$ cat config.mk
export PLATFORM = sky130hd
export DESIGN_NAME = mdio_switch_register_access
export DESIGN_NICKNAME = d
export VERILOG_FILES = /design/src/inc/mdio_regs_pkg.sv /design/src/verilog/mdio_switch_register_access.sv /design/src/verilog/mdio_input_sync.sv
export VERILOG_INCLUDE_DIRS = /design/src /design/src/inc
export SDC_FILE = /design/constraint.sdc
export NUM_CORES = 2
export LEC_CHECK = 0
export ABC_CLOCK_PERIOD_IN_PS = 152100
export BUFFER_PORTS_ARGS = -buffer_cell sky130_fd_sc_hd__clkbuf_2
export CAP_MARGIN = 20
export CORE_ASPECT_RATIO = 2
export CORE_UTILIZATION = 55
export CTS_BUF_LIST = sky130_fd_sc_hd__clkbuf_8
export DETAILED_ROUTE_END_ITERATION = 8
export HOLD_SLACK_MARGIN = 0.12
export PLACE_DENSITY = 0.74
export SLEW_MARGIN = 40
export SYNTH_ARGS = -nofsm -noshare
export SYNTH_HDL_FRONTEND = slang
export SYNTH_HIERARCHICAL = 1
export SYNTH_SLANG_ARGS = --single-unit
export TNS_END_PERCENT = 5
$ cat constraint.sdc
create_clock -name i_ref_clk -period 152.1 [get_ports i_ref_clk]
set_input_delay 15.21 -clock i_ref_clk [delete_from_list [all_inputs] [get_ports i_ref_clk]]
set_output_delay 15.21 -clock i_ref_clk [all_outputs]
set_load 0.1 [all_outputs]
$ cat src/inc/mdio_regs_cfg.svh
`ifndef MDIO_REGS_CFG_SVH
`define MDIO_REGS_CFG_SVH

// Frame layout
`define CFG_PREAMBLE_ONES 6'h20
`define CFG_OP_READ 2'h2
`define CFG_OP_WRITE 2'h1
`define CFG_EXT_SEL 2'h3
`define CFG_HDR_BITS 5'h0C
`define CFG_DATA_BITS 5'h10
`define CFG_READ_PAD 8'h00

// Register space
`define CFG_REG_COUNT 256
`define CFG_REG_RESET 8'h00
`define CFG_ADDR_FAMILY 8'h00
`define CFG_PWR_LO 8'h0E
`define CFG_PWR_HI 8'h0F
`define CFG_P1_LO 8'h28
`define CFG_P1_HI 8'h2F
`define CFG_P2_LO 8'h38
`define CFG_P2_HI 8'h3F
`define CFG_PORT_REGS 8
`define CFG_SELF_TEST 8'h88

// Management clock limit
`define CFG_MDC_MAX_MHZ 10
`define CFG_REF_CLK_MHZ 100
`define CFG_MDC_MIN_CYCLES (`CFG_REF_CLK_MHZ / `CFG_MDC_MAX_MHZ)

`endif

$ cat src/inc/mdio_regs_pkg.sv
package mdio_regs_pkg;
  typedef enum logic [2:0] {
    ST_PREAMBLE,
    ST_START,
    ST_HEADER,
    ST_TURN,
    ST_DATA
  } mgmt_state_t;
  typedef logic [7:0] reg_byte_t;
endpackage

$ cat src/verilog/mdio_switch_register_access.sv
// Overview of operation
// - Opcode 10 with PHY address bits 2:1 set reads
// - Opcode 01 with PHY address bits 2:1 set writes
// - Address is phy[4:3], phy[0], reg[4:0]
// - Controller floats first turnaround bit, device drives zero
// - Registers are eight bits, low data byte
// - Reads return zero upper byte, then register
// - Writes ignore upper byte, store low byte
// - Ordinary framing: 32 ones, start, fields, data
// - Power-down control decoded at 0x0E-0x0F
// - Port control/status at 0x28-0x2F and 0x38-0x3F
// - Self-test control register at 0x88
`timescale 1ns/10ps
`default_nettype none
`include "mdio_regs_cfg.svh"
module mdio_switch_register_access
  import mdio_regs_pkg::*;
#(
  parameter logic [7:0] FAMILY_IDENTIFIER = 8'h5A  // Arbitrary value
) (
  // Clock and reset
  input wire logic i_ref_clk,
  input wire logic i_rst,
  // Management pins
  input wire logic i_mdc,
  input wire logic i_mdio,
  output logic o_mdio_out,
  output logic o_mdio_oe,
  // Decoded control registers
  output logic [15:0] o_power_down_ctrl,
  output logic [63:0] o_port1_ctrl,
  output logic [63:0] o_port2_ctrl,
  output logic [7:0] o_self_test_ctrl
);

  function automatic logic in_range(input logic [7:0] a, input logic [7:0] lo, input logic [7:0] hi);
    in_range = (a >= lo) && (a <= hi);
  endfunction

  function automatic logic [7:0] form_addr(input logic [4:0] phy, input logic [4:0] rad);
    form_addr = {phy[4:3], phy[0], rad};
  endfunction

  logic [1:0] synced;
  logic mdc_s;
  logic mdio_s;
  logic mdc_prev;
  logic mdc_rise;
  mgmt_state_t state;
  logic [5:0] ones_cnt;
  logic [4:0] bit_cnt;
  logic [11:0] hdr;
  logic [11:0] next_hdr;
  logic is_read;
  logic is_write;
  logic [7:0] addr;
  logic [15:0] rd_shift;
  logic [15:0] wr_shift;
  logic wr_commit;
  logic [7:0] wr_addr;
  logic [7:0] wr_data;
  reg_byte_t regs [0:`CFG_REG_COUNT-1];
  logic hdr_end;
  logic ext_sel;
  logic dec_read;
  logic dec_write;

  mdio_input_sync #(
    .WIDTH(2)
  ) u_sync (
    .i_ref_clk(i_ref_clk),
    .i_rst(i_rst),
    .i_async({i_mdc, i_mdio}),
    .o_sync(synced)
  );

  assign mdc_s = synced[1];
  assign mdio_s = synced[0];
  assign mdc_rise = mdc_s & ~mdc_prev;
  assign next_hdr = {hdr[10:0], mdio_s};
  assign hdr_end = mdc_rise && (state == ST_HEADER) && (bit_cnt == `CFG_HDR_BITS - 5'h01);
  assign ext_sel = (next_hdr[7:6] == `CFG_EXT_SEL);
  assign dec_read = ext_sel && (next_hdr[11:10] == `CFG_OP_READ);
  assign dec_write = ext_sel && (next_hdr[11:10] == `CFG_OP_WRITE);

  always_ff @(posedge i_ref_clk or posedge i_rst) begin
    if (i_rst) begin
      mdc_prev <= 1'b0;
    end else begin
      mdc_prev <= mdc_s;
    end
  end

  // Frame sequencing, one step per management clock rising edge
  always_ff @(posedge i_ref_clk or posedge i_rst) begin
    if (i_rst) begin
      state <= ST_PREAMBLE;
      ones_cnt <= 6'h00;
      bit_cnt <= 5'h00;
      hdr <= 12'h000;
      is_read <= 1'b0;
      is_write <= 1'b0;
      addr <= 8'h00;
    end else if (mdc_rise) begin
      unique case (state)
        ST_PREAMBLE: begin
          if (mdio_s) begin
            if (ones_cnt != `CFG_PREAMBLE_ONES) begin
              ones_cnt <= ones_cnt + 6'h01;
            end
          end else if (ones_cnt == `CFG_PREAMBLE_ONES) begin
            state <= ST_START;
            ones_cnt <= 6'h00;
          end else begin
            ones_cnt <= 6'h00;
          end
        end
        ST_START: begin
          bit_cnt <= 5'h00;
          state <= mdio_s ? ST_HEADER : ST_PREAMBLE;
        end
        ST_HEADER: begin
          hdr <= next_hdr;
          bit_cnt <= bit_cnt + 5'h01;
          if (hdr_end) begin
            bit_cnt <= 5'h00;
            is_read <= dec_read;
            is_write <= dec_write;
            addr <= form_addr(next_hdr[9:5], next_hdr[4:0]);
            state <= (dec_read || dec_write) ? ST_TURN : ST_PREAMBLE;
          end
        end
        ST_TURN: begin
          bit_cnt <= bit_cnt + 5'h01;
          if (bit_cnt == 5'h01) begin
            bit_cnt <= 5'h00;
            state <= ST_DATA;
          end
        end
        ST_DATA: begin
          bit_cnt <= bit_cnt + 5'h01;
          if (bit_cnt == `CFG_DATA_BITS - 5'h01) begin
            bit_cnt <= 5'h00;
            is_read <= 1'b0;
            is_write <= 1'b0;
            state <= ST_PREAMBLE;
          end
        end
      endcase
    end
  end

  // Read data path and line driver
  always_ff @(posedge i_ref_clk or posedge i_rst) begin
    if (i_rst) begin
      rd_shift <= 16'h0000;
      o_mdio_out <= 1'b0;
      o_mdio_oe <= 1'b0;
    end else if (mdc_rise) begin
      if (hdr_end && dec_read) begin
        if (form_addr(next_hdr[9:5], next_hdr[4:0]) == `CFG_ADDR_FAMILY) begin
          rd_shift <= {`CFG_READ_PAD, FAMILY_IDENTIFIER};
        end else begin
          rd_shift <= {`CFG_READ_PAD, regs[form_addr(next_hdr[9:5], next_hdr[4:0])]};
        end
      end else if (state == ST_TURN && is_read) begin
        if (bit_cnt == 5'h00) begin
          o_mdio_oe <= 1'b1;
          o_mdio_out <= 1'b0;
        end else begin
          o_mdio_out <= rd_shift[15];
          rd_shift <= {rd_shift[14:0], 1'b0};
        end
      end else if (state == ST_DATA && is_read) begin
        if (bit_cnt == `CFG_DATA_BITS - 5'h01) begin
          o_mdio_oe <= 1'b0;
          o_mdio_out <= 1'b0;
        end else begin
          o_mdio_out <= rd_shift[15];
          rd_shift <= {rd_shift[14:0], 1'b0};
        end
      end
    end
  end

  // Write data capture; turnaround bits on writes are the controller's
  always_ff @(posedge i_ref_clk or posedge i_rst) begin
    if (i_rst) begin
      wr_shift <= 16'h0000;
      wr_commit <= 1'b0;
      wr_addr <= 8'h00;
      wr_data <= 8'h00;
    end else begin
      wr_commit <= 1'b0;
      if (mdc_rise && state == ST_DATA && is_write) begin
        wr_shift <= {wr_shift[14:0], mdio_s};
        if (bit_cnt == `CFG_DATA_BITS - 5'h01) begin
          wr_commit <= 1'b1;
          wr_addr <= addr;
          wr_data <= {wr_shift[6:0], mdio_s};
        end
      end
    end
  end

  // Register file; the family identifier slot is read only
  genvar gi;
  generate
    for (gi = 0; gi < `CFG_REG_COUNT; gi = gi + 1) begin : g_reg
      always_ff @(posedge i_ref_clk or posedge i_rst) begin
        if (i_rst) begin
          regs[gi] <= `CFG_REG_RESET;
        end else if (wr_commit && wr_addr == 8'(gi) && wr_addr != `CFG_ADDR_FAMILY) begin
          regs[gi] <= wr_data;
        end
      end
    end
  endgenerate

  assign o_power_down_ctrl = {regs[`CFG_PWR_HI], regs[`CFG_PWR_LO]};

  // Port windows, lowest address in the lowest byte
  genvar gp;
  generate
    for (gp = 0; gp < `CFG_PORT_REGS; gp = gp + 1) begin : g_port
      assign o_port1_ctrl[8*gp +: 8] = regs[`CFG_P1_LO + 8'(gp)];
      assign o_port2_ctrl[8*gp +: 8] = regs[`CFG_P2_LO + 8'(gp)];
    end
  endgenerate
  assign o_self_test_ctrl = regs[`CFG_SELF_TEST];

  // Checks
  read_decode_a: assert property (@(posedge i_ref_clk) disable iff (i_rst)
    hdr_end && ext_sel && next_hdr[11:10] == `CFG_OP_READ |=> state == ST_TURN && is_read && !is_write)
    else $error("read frame not decoded");

  write_decode_a: assert property (@(posedge i_ref_clk) disable iff (i_rst)
    hdr_end && ext_sel && next_hdr[11:10] == `CFG_OP_WRITE |=> state == ST_TURN && is_write && !is_read)
    else $error("write frame not decoded");

  addr_form_a: assert property (@(posedge i_ref_clk) disable iff (i_rst)
    hdr_end |=> addr == {$past(next_hdr[9:8]), $past(next_hdr[5]), $past(next_hdr[4:0])})
    else $error("register address formed wrongly");

  ta_drive_a: assert property (@(posedge i_ref_clk) disable iff (i_rst)
    $rose(o_mdio_oe) |-> !o_mdio_out && is_read && state == ST_TURN && bit_cnt == 5'h01)
    else $error("turnaround drive wrong");

  upper_zero_a: assert property (@(posedge i_ref_clk) disable iff (i_rst)
    state == ST_DATA && is_read && bit_cnt < 5'h08 |-> o_mdio_oe && !o_mdio_out)
    else $error("upper read byte not zero");

  release_a: assert property (@(posedge i_ref_clk) disable iff (i_rst)
    mdc_rise && state == ST_DATA && is_read && bit_cnt == 5'h0F |=> !o_mdio_oe ##1 !o_mdio_oe)
    else $error("line not released after read");

  no_write_drive_a: assert property (@(posedge i_ref_clk) disable iff (i_rst)
    !is_read |-> !o_mdio_oe)
    else $error("line driven outside read");

  low_byte_a: assert property (@(posedge i_ref_clk) disable iff (i_rst)
    wr_commit && wr_addr == `CFG_SELF_TEST |=> o_self_test_ctrl == $past(wr_data) && wr_data == $past(wr_shift[7:0]))
    else $error("write low byte not stored");

  pwr_write_a: assert property (@(posedge i_ref_clk) disable iff (i_rst)
    wr_commit && wr_addr == `CFG_PWR_HI |=> o_power_down_ctrl[15:8] == $past(wr_data))
    else $error("power-down control not written");

  port_write_a: assert property (@(posedge i_ref_clk) disable iff (i_rst)
    wr_commit && wr_addr == `CFG_P2_LO |=> o_port2_ctrl[7:0] == $past(wr_data) && $stable(o_port1_ctrl))
    else $error("port control not written");

  preamble_a: assert property (@(posedge i_ref_clk) disable iff (i_rst)
    state == ST_PREAMBLE ##1 state == ST_START |-> $past(ones_cnt) == `CFG_PREAMBLE_ONES && !$past(mdio_s))
    else $error("start taken without preamble");

  range_a: assert property (@(posedge i_ref_clk) disable iff (i_rst)
    wr_commit && in_range(wr_addr, `CFG_P1_LO, `CFG_P1_HI) |=> o_port1_ctrl != 64'h0 || $past(wr_data) == 8'h00)
    else $error("port one write lost");

  hdr_len_a: assert property (@(posedge i_ref_clk) disable iff (i_rst)
    mdc_rise && state == ST_HEADER && bit_cnt == `CFG_HDR_BITS - 5'h01 |=> state != ST_HEADER)
    else $error("header length wrong");

  data_len_a: assert property (@(posedge i_ref_clk) disable iff (i_rst)
    mdc_rise && state == ST_DATA && bit_cnt == `CFG_DATA_BITS - 5'h01
    |=> state == ST_PREAMBLE && !is_read && !is_write)
    else $error("data field length wrong");

  idle_quiet_a: assert property (@(posedge i_ref_clk) disable iff (i_rst)
    state == ST_PREAMBLE || state == ST_START || state == ST_HEADER |-> !o_mdio_oe)
    else $error("line driven outside data phase");

  first_bit_a: assert property (@(posedge i_ref_clk) disable iff (i_rst)
    mdc_rise && state == ST_TURN && is_read && bit_cnt == 5'h01 |=> o_mdio_oe && o_mdio_out == $past(rd_shift[15]))
    else $error("first read bit wrong");

  family_read_a: assert property (@(posedge i_ref_clk) disable iff (i_rst)
    hdr_end && dec_read && form_addr(next_hdr[9:5], next_hdr[4:0]) == `CFG_ADDR_FAMILY
    |=> rd_shift == {`CFG_READ_PAD, FAMILY_IDENTIFIER})
    else $error("family identifier not loaded");

  wr_byte_a: assert property (@(posedge i_ref_clk) disable iff (i_rst)
    mdc_rise && state == ST_DATA && is_write && bit_cnt == `CFG_DATA_BITS - 5'h01
    |=> wr_commit && wr_data == wr_shift[7:0])
    else $error("write byte not captured");

endmodule
`default_nettype wire

$ cat src/verilog/mdio_input_sync.sv
`timescale 1ns/10ps
`default_nettype none
module mdio_input_sync #(
  parameter int WIDTH = 2
) (
  // Clock and reset
  input wire logic i_ref_clk,
  input wire logic i_rst,
  // Pin side
  input wire logic [WIDTH-1:0] i_async,
  // Synchronised side
  output logic [WIDTH-1:0] o_sync
);
  logic [WIDTH-1:0] meta;

  // Two flops per bit; the first is read only by the second
  always_ff @(posedge i_ref_clk or posedge i_rst) begin
    if (i_rst) begin
      meta <= '0;
      o_sync <= '0;
    end else begin
      meta <= i_async;
      o_sync <= meta;
    end
  end
endmodule
`default_nettype wire

======== Yosys cells after proc, flatten, opt, wreduce, memory -nomap -nowiden ========
Cells that the tools add are included.
operators by class
  add/sub/neg operators ................... 2
  $lt $le $gt $ge ......................... 1
  eq/ne operators ......................... 276
  muxes and demuxes ....................... 37
  bitwise gates (word level) .............. 4
  reductions and logical operators ........ 542
operators by type and width
  cell                  count
  $eq A8 B8 Y1 const B  128
  $logic_and A1 B1 Y1   521
  $eq A8 B7 Y1 const B  64
  $eq A8 B6 Y1 const B  32
  $eq A8 B5 Y1 const B  16
  $mux W16              5
  $bmux W8 S8           1
  $eq A8 B4 Y1 const B  8
  $eq A8 B3 Y1 const B  4
  $mux W8               3
  $pmux W5 S4           1
  $eq A8 B2 Y1 const B  2
  $logic_not A8 Y1      2
  $mux W3               5
  $mux W5               3
  $pmux W3 S5           1
  $mux W1               12
  $mux W6               2
  $ne A2 B2 Y1 const B  6
  $eq A5 B4 Y1 const B  2
  $ge A9 B9 Y1 const B  1
  $not A8 Y9            1
  $reduce_and A3 Y1     3
  $eq A8 B1 Y1 const B  1
  28 further kinds      38
word-level totals
  register bits ........................... 2130
  output and inout bits ................... 154
  logic and storage cells ................. 1135

======== Longest topological paths before layout ========
  word-level depth ........................ 7
  depth in mapped cells ................... 13

======== By module ========
The synthesis kept the hierarchy.
modules (own cells, without submodules)
  module                       instances  cells an instance  area an instance (µm²)
  mdio_switch_register_access  1          6651               98669.6
  mdio_input_sync              1          5                  103.8

======== Worst setup path before layout ========
Ideal clock, no wire load.
  path kind ............................... reg-to-output
  start ................................... register o_mdio_oe
  end ..................................... output port o_mdio_oe
  arrival time ............................ 0.913 ns
  path slack .............................. 135.977 ns
  cell stages (with the launch flop) ...... 1
  path buffers ............................ 0
  cells stage by stage .................... dfrtp_1
RTL lines
  item                    line                                text
  start, declared         mdio_switch_register_access.sv:28   output logic o_mdio_oe,
  start signal, assigned  mdio_switch_register_access.sv:158  o_mdio_oe <= 1'b0;
  start signal, assigned  mdio_switch_register_access.sv:168  o_mdio_oe <= 1'b1;
  start signal, assigned  mdio_switch_register_access.sv:176  o_mdio_oe <= 1'b0;
No word-level cell between the ends.

==> results by group <==
Status
  • Status: finished, violations left
  • Failing checks: design-rule violations

Logic synthesis
  • Number of enable flip-flop cells after synthesis: 0
  • Synthesized area: 0.0988 mm^2
  • FF+latch count, synth: 2,130
  • Syn avg cell area: 14.8 um^2
  • Synth Flop Type: dfrtp_1
  • Synth top area cells: dfrtp_1 54%, mux2_2 24%, mux4_2 9.7%
  • Gate Count Post-Synth: 6,656
  • Post-synth top area share: 0.540
  • Yosys top cell by area: dfrtp_1
  • Post-synth cell types: 76
  • Synthesized Nets: 6,667
  • Post-synthesis sequential area ratio: 0.540
  • Ys async rst share: 1.00
  • Total of warnings raised by yosys: 6

Clocking
  • Clock latency on the worst-skew pair: 970 ps
  • Maximum buffer depth of the clock tree: 4
  • Root Buffer Master: clkbuf_8
  • CTS tree: built
  • CTS resizes: 0
  • Post-CTS Hold Fix Bufs: 0
  • H-tree depth: 5
  • Clock Pin Slew Worst Setup and Hold Paths: 70 ps
  • Postcts setup bufs: 0
  • CTS Buf Count: 304
  • Clock sink count: 2,130

Power and ir drop
  • Static Leak: 0.0514 uW
  • Pwr Density: 9.74 mW/mm^2
  • Total power: 1040 uW
  • Max rail drop VDD: 0.00000688 V

Critical path
  • Critical path type: in -> async
  • Crit Path Max Fanout: 127
  • Reg2reg start: u_sync/o_sync[0]$_DFF_PP0_
  • Worst path required time: 153,110 ps
  • Worst flop-to-flop path endpoint: rd_shift[5]$_DFFE_PP0P_
  • Worst Setup EP: regs[1351]$_DFFE_PP0P_
  • Critical Path Start: i_rst
  • Worst R2R Path Depth: 11
  • Startpoint Class: primary input
  • R2R setup slack: 146,540 ps
  • CP endpoint kind: async pin
  • WP data arrival: 19,460 ps

STA
  • Slew @ Worst Pin: 1030 ps
  • RSZ-0062 raised after global routing: false
  • Max-slew violations: 0
  • Setup tns final: 0 ps
  • Clk_skew: 112 ps
  • Final worst-path cycle share: 0.121
  • Final Hold Slack: 352 ps
  • Setup Viol. Count Final: 0
  • Hold Fails Final Rpt: 0
  • Upper clock frequency limit: 54.2 MHz
  • Final min period: 18,450 ps
  • Relative slew slack: 0.309
  • Setup ws final: 133,650 ps

Run
  • Max-cap violations: 0

Placed design
  • Final RePlAce weighted congestion: 0.925
  • PortBufs: 157
  • Dpl hpwl: 196,000 um
  • Worst slack, placed: 132,270 ps

Layout
  • Layout Utilization: 0.599
  • Fraction of layout cells with a size suffix above 1: 0.503
  • Synth-to-Final Area Change: 8.06%
  • Layout net count: 6,634

Routing
  • Vias: 60,612
  • First drt pass iteration count: 9
  • 1st-iter DRT viols: 5,514
  • Via density: 6.61
  • Routed len/inst: 32.2 um
  • Remaining antenna violation count: 0
  • DR DRC count: 52
  • Drt total wl: 296,000 um

Worst hold path
  • Hold Path Cell Cnt: 0
  • Hold Crit Class: reg -> reg

GRT
  • Total GRT Usage: 0.330
  • Number of global-route vias before repair: 64,854
  • Grt ovf: 0
  • First-pass GRT wire length: 437,000 um
  • Largest net degree at the start of global routing: 161
  • Initial antenna violation count: 8

Floorplan
  • Vert. Die Dim: 601 um
  • Die footprint: 0.181 mm^2
  • # IOs: 158
  • Die Wd: 302 um
  • Core area: 0.178 mm^2
  • Cell Rows: 219
  • Initial core utilization: 0.555
## metal layers
metal  routed length, um  share of wire  global-route usage
met1              101000           0.34               0.373
met2              145000           0.49               0.536
met3               21400          0.073              0.0707
met4               28600          0.097               0.268
met5                 300         0.0010             0.00298
## power breakdown
group          leakage [uW]  switching (uW)  total, uW  internal, uW
combinational        0.0182            16.1       21.0          4.85
sequential           0.0297           0.422        567           567
clock               0.00346             222        452           230
total                0.0514             239       1040           801
## worst max-delay path: stages
cell and delay, ps:
clkbuf_2 160, inv_12 450, buf_4 710, buf_6 630, buf_4 680, clkbuf_8 700, buf_6 630
## cells in the mapped netlist (18+ instances only)
library cell and n:
dfrtp_1 2130, mux2_2 2095, mux4_2 424, clkbuf_1 326, nand2_1 308, nor2_1 232
buf_4 192, mux2i_1 137, a21oi_1 71, nand3_1 62, a22oi_1 61, o21ai_0 61
buf_2 50, buf_6 47, o22ai_1 44, nor3_1 38, mux4_1 34, a221oi_1 33
nor2b_1 26, and3_1 18
## logic make-up after synthesis
group	count (synthesis)	synth area share
adders and majority gates	7	0.000887
muxes	2690	0.358
AOI/OAI and AO/OA	395	0.0279
xor gates and xnor gates	4	0.000355
and+or+nand+nor	772	0.0345
buffers and inverters	658	0.0383
DFF	2130	0.540
## cell type report
| type | count | area [um^2] |
|---|---|---|
| clock buffer | 378 | 5200 |
| sequential | 2130 | 53400 |
| fill | 13446 | 71400 |
| multi-input combinational | 3868 | 42200 |
| antenna | 3 | 7.51 |
| timing repair buffer | 301 | 2240 |
| inverter | 18 | 81.3 |
| clock inverter | 152 | 774 |
| tap | 2320 | 2900 |
## state kept, by name, indices dropped and copies added (netlist names), 2 cells and up
register / count
o_self_test_ctrl: 8
wr_addr: 8
wr_shift: 7
wr_data: 8
u_sync/o_sync: 2
regs: 1896
u_sync/meta: 2
ones_cnt: 6
hdr: 11
bit_cnt: 5
o_power_down_ctrl: 16
o_port2_ctrl: 64
rd_shift: 16
o_port1_ctrl: 64
addr: 8
state: 3
## cell usage in the layout (no fill, tap or decap), types with 16 or more instances in the layout
cell type,n
buf_4,98
buf_6,21
and3_1,18
nand2_1,303
mux4_1,34
a31oi_1,16
nor2b_1,18
a21oi_1,70
a22oi_1,61
nor2_2,123
clkbuf_8,384
nor2_1,107
dfrtp_1,2115
clkinv_2,32
nand3_1,57
and2_1,16
o22ai_1,44
a221oi_1,33
mux4_2,424
mux2i_1,137
clkbuf_2,157
nor3_1,31
inv_1,114
mux2_2,2095
o21ai_0,60
## stage by stage
stage	area (um^2)	std cells
after CTS	106000	9163
after floorplan	98800	6656
after global placement	100000	8627
final	107000	9170
after detailed placement	101000	8633
after global routing	107000	9168
## worst min path at each step
stage	end	from	slack, ps
floorplan	u_sync/o_sync[0]$_DFF_PP0_	u_sync/meta[0]$_DFF_PP0_	330
global placement	u_sync/o_sync[0]$_DFF_PP0_	u_sync/meta[0]$_DFF_PP0_	350
detailed placement	u_sync/o_sync[1]$_DFF_PP0_	u_sync/meta[1]$_DFF_PP0_	340
CTS	u_sync/o_sync[1]$_DFF_PP0_	u_sync/meta[1]$_DFF_PP0_	360
global route	u_sync/o_sync[1]$_DFF_PP0_	u_sync/meta[1]$_DFF_PP0_	360
finish	u_sync/o_sync[1]$_DFF_PP0_	u_sync/meta[1]$_DFF_PP0_	350
Note: power is estimated with default switching activity, not from simulation.
